--- src/pkg/lseh_defines.svh ---
// constants for the load-side encoder homing block
// assumes inclusion by bare name from the package and the top module
`ifndef LSEH_DEFINES_SVH
`define LSEH_DEFINES_SVH

// --------------------------------------------------------------
// widths
// --------------------------------------------------------------
`define LSEH_POS_W 32
`define LSEH_METH_W 8

// --------------------------------------------------------------
// homing method codes, two's complement
// --------------------------------------------------------------
`define LSEH_METH_DOG 8'hff
`define LSEH_METH_IDX_NEG 8'h21
`define LSEH_METH_IDX_POS 8'h22
`define LSEH_METH_REV_POS 8'hf5
`define LSEH_METH_REV_NEG 8'hd5
`define LSEH_METH_DATASET 8'h25

// --------------------------------------------------------------
// load-side encoder types
// --------------------------------------------------------------
`define LSEH_ENC_ABS_LIN 2'h0
`define LSEH_ENC_INC_LIN 2'h1
`define LSEH_ENC_SER_ROT 2'h2

// --------------------------------------------------------------
// error codes and reset values
// --------------------------------------------------------------
`define LSEH_ERR_NONE 3'h0
`define LSEH_ERR_NOREF 3'h1
`define LSEH_ERR_SOFTLIM 3'h2
`define LSEH_ERR_NOIDX 3'h3
`define LSEH_ERR_BADMETH 3'h4
`define LSEH_RST_DIR 1'h1

`endif

--- src/pkg/lseh_pkg.sv ---
// types shared by the homing block
// assumes the defines header is on the include path
package lseh_pkg;
`include "lseh_defines.svh"

	typedef enum logic [2:0] {
		LSEH_IDLE = 3'b000,
		LSEH_SEEK = 3'b001,
		LSEH_DOG = 3'b010,
		LSEH_GRID = 3'b011
	} lseh_state_e;

	typedef logic signed [`LSEH_POS_W-1:0] lseh_pos_t;

	typedef struct packed {
		logic start;
		logic [`LSEH_METH_W-1:0] method;
		lseh_pos_t shift;
	} lseh_cmd_s;

	typedef struct packed {
		logic [1:0] enc_type;
		logic variant_b;
		logic no_ref_mark;
		logic soft_limit_en;
		logic cond_select;
		lseh_pos_t rev_counts;
	} lseh_cfg_s;

	typedef struct packed {
		lseh_state_e st;
		logic busy;
		logic done;
		logic err;
		logic [2:0] err_code;
		logic home_valid;
		lseh_pos_t home_pos;
		logic move_req;
		logic move_dir;
		logic ref_seen;
		logic base_valid;
		logic index_out;
		logic ref_d;
		logic reversed;
		logic [`LSEH_METH_W-1:0] method;
	} lseh_top_s;

endpackage

--- src/rtl/lseh_grid.sv ---
// reference home grid: one point per motor revolution from a base
// assumes position steps per cycle are smaller than one revolution
`timescale 1ns/10ps
module lseh_grid
	import lseh_pkg::*;
(
	input wire logic clk,
	input wire logic arst_n,
	input lseh_pos_t pos,
	input wire logic load,
	input lseh_pos_t base,
	input lseh_pos_t rev_counts,
	output logic ready,
	output logic hit,
	output lseh_pos_t hit_pos
);
	typedef struct packed {
		lseh_pos_t phase;
		lseh_pos_t last_pos;
		logic ready;
		logic hit;
		lseh_pos_t hit_pos;
	} lseh_grid_s;

	lseh_grid_s q;
	lseh_grid_s n;
	lseh_pos_t p;

	always_comb begin
		n = q;
		n.hit = 1'b0;
		n.last_pos = pos;
		p = q.phase + (pos - q.last_pos);
		if (load) begin
			n.phase = pos - base;
			n.ready = 1'b0;
		end else if (p >= rev_counts) begin
			n.phase = p - rev_counts;
			n.hit = q.ready;
			n.hit_pos = pos - (p - rev_counts);
		end else if (p < 0) begin
			n.phase = p + rev_counts;
			n.hit = q.ready;
			n.hit_pos = pos - p;
		end else begin
			n.phase = p;
			n.ready = 1'b1;
		end
	end

	always_ff @(posedge clk or negedge arst_n) begin
		if (!arst_n) begin
			q <= '0;
		end else begin
			q <= n;
		end
	end

	assign ready = q.ready;
	assign hit = q.hit;
	assign hit_pos = q.hit_pos;
endmodule

--- src/rtl/lseh_sync.sv ---
// two-flop synchroniser for a group of pin inputs
// assumes the inputs are asynchronous levels
`timescale 1ns/10ps
module lseh_sync #(
	parameter int W = 4
) (
	input wire logic clk,
	input wire logic arst_n,
	input wire logic [W-1:0] din,
	output logic [W-1:0] dout
);
	typedef struct packed {
		logic [W-1:0] s1;
		logic [W-1:0] s2;
	} lseh_sync_s;

	lseh_sync_s q;
	lseh_sync_s n;

	always_comb begin
		n.s1 = din;
		n.s2 = q.s1;
	end

	always_ff @(posedge clk or negedge arst_n) begin
		if (!arst_n) begin
			q <= '0;
		end else begin
			q <= n;
		end
	end

	assign dout = q.s2;
endmodule

--- src/rtl/lseh_top.sv ---
// load-side encoder homing controller for fully closed loop operation
// assumes load_pos and cmd come from logic on clk, the other pins are asynchronous
//
// What this block does
// - home taken from load-side position only
// - motor encoder index plays no part
// - absolute grid: every revolution from zero
// - dog method: next grid point after release
// - variant a: grid from first mark ever
// - variant b: grid from mark after start
// - home equals reference plus shift distance, except data set (current position, no shift)
// - method 33 runs opposite to 34
// - method -43 runs opposite to -11
// - stroke reversal refused with software limit
// - missing reference ends in error, retry
// - no mark, incremental: every method but data set refused
// - serial rotary: home at load index
// - condition select lets data set through
// - variant b incremental: index output off
`timescale 1ns/10ps
module lseh_top
	import lseh_pkg::*;
(
	input wire logic clk,
	input wire logic arst_n,
	input lseh_cmd_s cmd,
	input lseh_cfg_s cfg,
	input lseh_pos_t load_pos,
	input wire logic ref_mark_pin,
	input wire logic dog_pin,
	input wire logic stroke_fwd_pin,
	input wire logic stroke_rev_pin,
	output logic busy,
	output logic done,
	output logic err,
	output logic [2:0] err_code,
	output logic home_valid,
	output lseh_pos_t home_pos,
	output logic move_req,
	output logic move_dir,
	output logic encoder_index_pulse_output
);
`include "lseh_defines.svh"

	// ----------------------------------------------------------
	// method decoding
	// ----------------------------------------------------------
	function automatic logic meth_index(input logic [`LSEH_METH_W-1:0] m);
		meth_index = (m == `LSEH_METH_IDX_POS) || (m == `LSEH_METH_IDX_NEG);
	endfunction

	function automatic logic meth_rev(input logic [`LSEH_METH_W-1:0] m);
		meth_rev = (m == `LSEH_METH_REV_POS) || (m == `LSEH_METH_REV_NEG);
	endfunction

	function automatic logic meth_fwd(input logic [`LSEH_METH_W-1:0] m);
		meth_fwd = (m == `LSEH_METH_IDX_POS) || (m == `LSEH_METH_REV_POS) ||
			(m == `LSEH_METH_DOG);
	endfunction

	function automatic lseh_top_s finish(input lseh_top_s s, input lseh_pos_t p);
		finish = s;
		finish.home_pos = p;
		finish.home_valid = 1'b1;
		finish.done = 1'b1;
		finish.busy = 1'b0;
		finish.move_req = 1'b0;
		finish.st = LSEH_IDLE;
	endfunction

	function automatic lseh_top_s fail(input lseh_top_s s, input logic [2:0] c);
		fail = s;
		fail.err = 1'b1;
		fail.err_code = c;
		fail.busy = 1'b0;
		fail.move_req = 1'b0;
		fail.st = LSEH_IDLE;
	endfunction

	// ----------------------------------------------------------
	// pin synchronisers and grid
	// ----------------------------------------------------------
	logic [3:0] sy;
	logic g_ready;
	logic g_hit;
	lseh_pos_t g_pos;
	logic grid_load;
	lseh_pos_t grid_base;

	lseh_sync #(.W(4)) u_sync (
		.clk(clk),
		.arst_n(arst_n),
		.din({stroke_rev_pin, stroke_fwd_pin, dog_pin, ref_mark_pin}),
		.dout(sy)
	);

	lseh_grid u_grid (
		.clk(clk),
		.arst_n(arst_n),
		.pos(load_pos),
		.load(grid_load),
		.base(grid_base),
		.rev_counts(cfg.rev_counts),
		.ready(g_ready),
		.hit(g_hit),
		.hit_pos(g_pos)
	);

	// ----------------------------------------------------------
	// homing sequencer
	// ----------------------------------------------------------
	lseh_top_s q;
	lseh_top_s n;
	logic ref_edge;
	logic dog_on;
	logic stroke;
	logic is_abs;
	logic is_inc;
	logic is_rot;
	logic grid_ok;

	always_comb begin
		n = q;
		is_abs = (cfg.enc_type == `LSEH_ENC_ABS_LIN);
		is_inc = (cfg.enc_type == `LSEH_ENC_INC_LIN);
		is_rot = (cfg.enc_type == `LSEH_ENC_SER_ROT);
		ref_edge = sy[0] & ~q.ref_d;
		dog_on = sy[1];
		stroke = q.move_dir ? sy[2] : sy[3];
		grid_ok = g_ready & g_hit & q.base_valid;
		grid_load = 1'b0;
		grid_base = '0;
		n.ref_d = sy[0];
		n.index_out = ref_edge & ~(cfg.variant_b & is_inc);
		if (ref_edge) begin
			n.ref_seen = 1'b1;
		end
		if (is_inc && !cfg.variant_b && ref_edge && !q.ref_seen) begin
			grid_load = 1'b1;
			grid_base = load_pos;
			n.base_valid = 1'b1;
		end
		if (is_inc && cfg.variant_b && ref_edge && q.busy && !q.base_valid) begin
			grid_load = 1'b1;
			grid_base = load_pos;
			n.base_valid = 1'b1;
		end
		case (q.st)
			LSEH_IDLE: begin
				if (cmd.start) begin
					n.done = 1'b0;
					n.err = 1'b0;
					n.err_code = `LSEH_ERR_NONE;
					n.method = cmd.method;
					n.reversed = 1'b0;
					if (is_abs) begin
						grid_load = 1'b1;
						grid_base = '0;
						n.base_valid = 1'b1;
					end
					if (is_inc && cfg.variant_b) begin
						n.base_valid = 1'b0;
					end
					if (cmd.method == `LSEH_METH_DATASET) begin
						if (q.ref_seen || cfg.cond_select) begin
							n = finish(n, load_pos);
						end else begin
							n = fail(n, `LSEH_ERR_NOREF);
						end
					end else if (meth_rev(cmd.method) && cfg.soft_limit_en) begin
						n = fail(n, `LSEH_ERR_SOFTLIM);
					end else if (is_inc && cfg.no_ref_mark) begin
						n = fail(n, `LSEH_ERR_NOIDX);
					end else if (!meth_index(cmd.method) && !meth_rev(cmd.method) &&
						cmd.method != `LSEH_METH_DOG) begin
						n = fail(n, `LSEH_ERR_BADMETH);
					end else begin
						n.busy = 1'b1;
						n.move_req = 1'b1;
						n.move_dir = meth_fwd(cmd.method);
						n.st = LSEH_SEEK;
					end
				end
			end
			LSEH_SEEK: begin
				if (meth_index(q.method)) begin
					if (!is_abs && ref_edge) begin
						n = finish(n, load_pos + cmd.shift);
					end else if (is_abs && grid_ok) begin
						n = finish(n, g_pos + cmd.shift);
					end else if (stroke) begin
						n = fail(n, `LSEH_ERR_NOREF);
					end
				end else if (dog_on) begin
					n.st = LSEH_DOG;
				end else if (stroke) begin
					if (meth_rev(q.method) && !q.reversed) begin
						n.move_dir = ~q.move_dir;
						n.reversed = 1'b1;
					end else begin
						n = fail(n, `LSEH_ERR_NOREF);
					end
				end
			end
			LSEH_DOG: begin
				if (!dog_on) begin
					if (is_inc && !n.base_valid) begin
						n = fail(n, `LSEH_ERR_NOREF);
					end else begin
						n.st = LSEH_GRID;
					end
				end else if (stroke) begin
					n = fail(n, `LSEH_ERR_NOREF);
				end
			end
			LSEH_GRID: begin
				if (is_rot && ref_edge) begin
					n = finish(n, load_pos + cmd.shift);
				end else if (!is_rot && grid_ok) begin
					n = finish(n, g_pos + cmd.shift);
				end else if (stroke) begin
					n = fail(n, `LSEH_ERR_NOREF);
				end
			end
			default: begin
				n.st = LSEH_IDLE;
			end
		endcase
	end

	always_ff @(posedge clk or negedge arst_n) begin
		if (!arst_n) begin
			q <= '0;
			q.st <= LSEH_IDLE;
			q.move_dir <= `LSEH_RST_DIR;
			q.err_code <= `LSEH_ERR_NONE;
		end else begin
			q <= n;
		end
	end

	assign busy = q.busy;
	assign done = q.done;
	assign err = q.err;
	assign err_code = q.err_code;
	assign home_valid = q.home_valid;
	assign home_pos = q.home_pos;
	assign move_req = q.move_req;
	assign move_dir = q.move_dir;
	assign encoder_index_pulse_output = q.index_out;
endmodule
--- config.mk ---
export PLATFORM = sky130hd
export DESIGN_NAME = lseh_top
export DESIGN_NICKNAME = d
export VERILOG_FILES = /design/src/pkg/lseh_pkg.sv /design/src/rtl/lseh_grid.sv /design/src/rtl/lseh_sync.sv /design/src/rtl/lseh_top.sv
export VERILOG_INCLUDE_DIRS = /design/src /design/src/pkg
export SDC_FILE = /design/constraint.sdc
export NUM_CORES = 1
export LEC_CHECK = 0
export BUFFER_PORTS_ARGS = -buffer_cell sky130_fd_sc_hd__buf_2
export CORE_MARGIN = 1.5
export CORE_UTILIZATION = 63
export CTS_BUF_LIST = sky130_fd_sc_hd__clkbuf_4 sky130_fd_sc_hd__clkbuf_8 sky130_fd_sc_hd__clkbuf_16
export DETAILED_ROUTE_END_ITERATION = 16
export PLACE_DENSITY = 0.9
export SLEW_MARGIN = 0
export SYNTH_ARGS = -nofsm -noshare
export SYNTH_HDL_FRONTEND = slang
export SYNTH_SLANG_ARGS = --single-unit
--- constraint.sdc ---
create_clock -name clk -period 8.35 [get_ports clk]
set_input_delay 1.67 -clock clk [delete_from_list [all_inputs] [get_ports clk]]
set_output_delay 1.67 -clock clk [all_outputs]
set_load 0.01 [all_outputs]
# --- Word-level counts from Yosys, hierarchy flattened ---
# Index checks and enable logic that the tools add are counted.
word_totals:
  ff_bits: 163
  latchBits: 0
  ramBits: 0
  rom_bits: 0
  elab_cells: 179
  mem_count: 0
op_classes:
  addsub: 9
  mul: 0
  div: 0
  n_lt_le_gt_ge: 2
  n_eq_ne: 40
  shifts: 0
  n_mux: 50
  bitwise: 9
  reduce_logical: 47
ops:
  columns: ["operator", "count"]
  rows:
  - ["$mux W57", 12]
  - ["$mux W32", 8]
  - ["$pmux W54 S4", 1]
  - ["$sub A32 B32 Y32", 5]
  - ["$add A32 B32 Y32", 4]
  - ["$mux W54", 2]
  - ["$mux W33", 3]
  - ["$mux W53", 1]
  - ["$mux W43", 1]
  - ["$eq A8 B6 Y1 const B", 5]
  - ["$eq A8 B8 Y1 const B", 5]
  - ["$mux W37", 1]
  - ["$ge A32 B32 Y1", 1]
  - ["$lt A32 B1 Y1 const B", 1]
  - ["$ne A2 B2 Y1 const B", 14]
  - ["$reduce_and A10 Y1", 2]
  - ["$ne A3 B3 Y1 const B", 6]
  - ["$logic_and A1 B1 Y1", 17]
  - ["$mux W1", 16]
  - ["$reduce_and A14 Y1", 1]
  - ["$pmux W3 S4", 1]
  - ["$reduce_and A6 Y1", 2]
  - ["$logic_not A1 Y1", 9]
  - ["$ne A4 B3 Y1 const B", 2]
  - ["other kinds (20)", 37]

# --- Logic depth before layout (Yosys ltp) ---
logic_depth:
  word_depth: 13
  depth_mapped: 37
  depth_no_buf: 36

# --- Hierarchy ---
# A second synthesis with hierarchy kept.
unflattened:
  cells_unflattened: 2793
  hier_area_um2: 21799.7
by_module_without_submodules:
  columns: ["module", "instances", "cells_each", "area_per_inst_um2", "seq_area_each_um2"]
  rows:
  - ["lseh_grid", 1, 1929, 14824.2, 2452.4]
  - ["lseh_top", 1, 856, 6775.2, 1427.6]
  - ["lseh_sync", 1, 8, 200.2, 200.2]

# --- Worst setup path after synthesis ---
# No wires, ideal clock.
synth_timing:
  path_kind: "input port to flip-flop"
  from: "input load_pos[1]"
  to: "register u_grid.q (netlist bit u_grid.hit_pos[31])"
  t_arrival_ps: 8962
  t_required_ps: 8221
  slack_ps: -741
  path_stages: 35
  n_path_buf: 1
  path_cell_list: "inv_1 -> fa_1 -> inv_1 -> fa_1 -> a21o_1 -> a21oi_1 -> o21bai_1 -> a21oi_1 -> o211ai_1 -> a21oi_1 -> o21bai_1 -> a311o_1 -> xnor2_1 -> inv_1 -> ha_1 -> buf_2 -> nand2_1 -> o31a_1 -> a21oi_1 -> a21oi_1 -> o21bai_1 -> xnor2_1 -> ha_1 -> a21o_1 -> a21o_1 -> a21o_1 -> a41o_1 -> maj3_2 -> o21a_2 -> nor4_2 -> nor3_2 -> or4_4 -> a21oi_2 -> xnor2_1 -> o211ai_2"
synth_between:
  elab_chain_len: 5
  word_cells_on_any_way: 11
synth_lines:
  columns: ["item", "line", "text"]
  rows:
  - ["from (decl)", "lseh_top.sv:28", "input lseh_pos_t load_pos,"]
  - ["$sub A32 B32 Y32", "lseh_grid.sv:33", "p = q.phase + (pos - q.last_pos);"]
  - ["$add A32 B32 Y32", "lseh_grid.sv:33", null]
  - ["$sub A32 B32 Y32 (tied with other cells) (2 in a row)", "lseh_grid.sv:40", "n.hit_pos = pos - (p - rev_counts);"]
  - ["$mux W33 or $reduce_and A2 Y1 (tied branches)", null, null]
  - ["to (signal assigned)", "lseh_grid.sv:55", "q <= n;"]
  - ["to (decl)", "lseh_grid.sv:25", "lseh_grid_s q;"]
# Several ways; a longest one is shown, not always the timed one. The select of a mux whose other input is x is not followed.
# A chain may end at the register's enable or synchronous reset.

# --- Final worst setup path ---
# Ends and elaborated chain as after synthesis.

==> metrics.csv <==
stage,metric,value,unit
grt,grt_max_degree,100,
route,wirelength,71700,um
layout,multi_input_area,0.0154,mm^2
route,first_pass_iters,6,
layout,final_nets,3433,
yosys,async_flop_share,1.00,
timing,finalMaxSlewViolations,0,
worst_setup_path,path_depth,35,
floorplan,die_y,186,um
clock_tree,cts_root_buf,clkbuf_16,
clock_tree,clk_path_buf_depth,2,
route,route.detailed.drc,0,
grt,grt_pass1_wl,110000,um
yosys,yosys_register_bits,163,
worst_setup_path,rr_endpoint,u_grid.hit_pos[31],
worst_setup_path,critPathMostFrequentCell,a21o_1,
floorplan,core_area,0.0327,mm^2
clock_tree,cts_sinks,163,
yosys,netlist_area,0.0210,mm^2
route,m1WireLength,29800,um
flow_run,cap_viol_max_count,0,
layout,area_delta_synth_final,17.8,%
worst_setup_path,reg2regPathDepth,34,
worst_setup_path,crit_end,u_grid.hit_pos[31],
run_status,violations,setup timing,
worst_setup_path,slowest_stage,fa_1,
route,num_vias,22081,
floorplan,ios,159,
grt,overflow,0,
timing,grt_setup_unrepaired,true,
timing,setup_viol,1,
yosys,synth_edf_count,0,
route,antenna_left,0,
yosys,netlist_top_cells_area,"dfrtp_1 (19%), ha_1 (14%), a21oi_1 (6.7%), xnor2_1 (5.8%), inv_1 (5.0%)",
timing,setup_ws,-0.0921,ns
yosys,ys_warn_count,0,
run_status,status,"complete, but fails checks",
clock_tree,cts.clk_slew.worst_paths,0.07,ns
yosys,synth.top_cell.area_share,0.193,
yosys,netlist_instances,2694,
worst_setup_path,rr_startpoint,u_grid.q[34],
min_path,min_path_cells,0,
layout,utilization,0.756,
floorplan,rows,66,
route,top_layer_used,met4,
route,wl_per_cell,20.5,um
worst_setup_path,slowest_delay,0.55,ns
yosys,ys_seq_area_frac,0.194,
timing,period_needed,8.44,ns
worst_setup_path,arrival,8.78,ns
clock_tree,ctsHtreeMaxLevel,4,
layout,nFillCells,2495,
place,place_hpwl,56500,um
clock_tree,cts_buffers,17,
worst_setup_path,crit_start,load_pos[1],
worst_setup_path,endpoint_kind,register,
worst_setup_path,crit_required,8.69,ns
route,wl_met2,31300,um
clock_tree,cts_tree,built,
layout,drive_gt1_frac,0.186,
grt,grtUsageTotal,0.412,
grt,antenna_found_initial,2,
timing,relSlewSlack,0.184,
worst_setup_path,crit_fanout,4,
worst_setup_path,crit_type,in -> reg,
floorplan,die_x,186,um
worst_setup_path,path_delay_family,compound AO/OA/AOI/OAI gates,
layout,seqCellArea,0.00408,mm^2
timing,worst-slew-pin-transition,1.21,ns
worst_setup_path,rrSetupSlack,0.80,ns
timing,fin_worst_skew,0.0127,ns
yosys,yosysTopAreaCell,dfrtp_1,
worst_setup_path,worst_setup_path_start_kind,input pin,
floorplan,initial_core_util,0.642,
place,gp_congestion,1.01,
route,drt_iter0_drc,2241,
floorplan,die-area,0.0344,mm^2
min_path,hold_class,reg -> reg,
timing,clock.fmax,118,MHz
timing,min_period_over_period,1.01,
worst_setup_path,path_buf_inv,4,
clock_tree,clk_latency,0.46,ns
place,pre_cts_slack,-0.566,ns
yosys,synth_cell_type_count,106,
yosys,synthFlopType,dfrtp_1,
route,avgViaCountPerCell,6.32,
place,io_buffers,158,
grt,first_global_vias,20911,
route,wl_met3,8110,um
yosys,avgSynthCellArea,7.79,um^2
yosys,syn_nets,3091,
timing,hold_viol,0,
[logic make-up after synthesis]
kind of cell | count (synthesis) | synth area share
AOI/OAI and AO/OA | 908 | 0.281
xor gates and xnor gates | 209 | 0.0881
adders and majority gates | 290 | 0.185
buffers and inverters | 401 | 0.0831
DFF | 163 | 0.194
muxes | 8 | 0.00382
other | 1 | 0.000179
and+or+nand+nor | 714 | 0.164
[Yosys cell counts, drive strengths merged (6+ instances only)]
cell type / number
inv: 280
xor2: 71
fa: 38
nand2: 213
a21o: 105
a211oi: 25
and2: 17
a31oi: 28
or3: 18
o2111ai: 8
dfrtp: 162
o22ai: 28
nor3: 47
o31ai: 13
xnor2: 138
o221ai: 16
maj3: 10
ha: 242
and3: 32
o211ai: 26
a22oi: 17
nor2b: 22
o21ai: 164
nand4: 23
or2: 8
clkbuf: 65
o21bai: 46
mux2i: 8
o21a: 23
nor4: 13
buf: 56
a41oi: 7
nor2: 185
nand3: 63
a21oi: 284
a211o: 10
a221oi: 32
nand2b: 46
a21boi: 15
nor3b: 6
[routing by layer]
metal | track usage | vias up
li1 | - | 10276
met2 | 0.642 | 1269
met1 | 0.565 | 10354
met3 | 0.0832 | 182
met4 | 0.144 | 0
met5 | 0 | -
[cell usage in the layout, fill, tap and decap left out, drive strengths merged, types with 10 or more instances in the layout]
master    n
o22ai    28
xor2     71
a211o    10
buf     444
a21o    105
maj3     10
o31ai    13
inv     284
nand2   213
nor3     47
or3      18
nor4     13
o211ai   26
and2     17
dfrtp   162
a211oi   25
a221oi   32
ha      242
a31oi    28
nor2b    22
clkbuf   18
a21boi   15
o21ai   164
o221ai   16
fa       38
and3     32
o21a     23
nand4    23
xnor2   138
nand3    63
a22oi    17
nor2    185
nand2b   46
o21bai   46
a21oi   284
[timing repair]
| item | in CTS | in global routing |
|---|---|---|
| setup endpoints to repair | 2 | 22 |
| pin swaps | 1 | 45 |
| gates resized for setup | 3 | 33 |
| setup buffers | 0 | 12 |
| hold buffers | 0 | 0 |
[layout make-up]
class,count,area share
antenna,3,0.000304
clock buffer,18,0.0178
clock inverter,14,0.00714
inverter,280,0.0430
multi-input combinational,2130,0.623
sequential,163,0.165
tap,442,0.0224
timing repair buffer,444,0.121
[state kept, by name (all words and copies together) (netlist names), 3 cells and up]
register        cells
u_sync.n            4
home_pos           32
err_code            3
u_grid.q           64
q                  15
u_sync.dout         4
u_grid.hit_pos     32
[per-stage QoR]
step / setup TNS (ns) / std cells / instance area (um^2) / hold slack (ns)
final: -0.0921 / 3494 / 24700 / 0.350
after global routing: -1.13 / 3493 / 24700 / 0.359
after CTS: 0 / 3479 / 24500 / 0.350
after detailed placement: -3.11 / 3447 / 23800 / 0.335
after global placement: -1.28 / 3447 / 23800 / 0.334
after floorplan: -0.208 / 2694 / 21100 / 0.331
[worst min path at each step]
stage                           start        endpoint  slack, ns
after floorplan           u_sync.n[0]  u_sync.dout[0]       0.33
after global placement    u_sync.n[3]  u_sync.dout[3]       0.33
after detailed placement  u_sync.n[3]  u_sync.dout[3]       0.33
after CTS                 u_sync.n[3]  u_sync.dout[3]       0.35
after global routing      u_sync.n[3]  u_sync.dout[3]       0.36
final                     u_sync.n[3]  u_sync.dout[3]       0.35
Power is left out: the tool's default activity adds up to more than one toggle a clock period on the data nets, which glitch-free logic cannot reach.
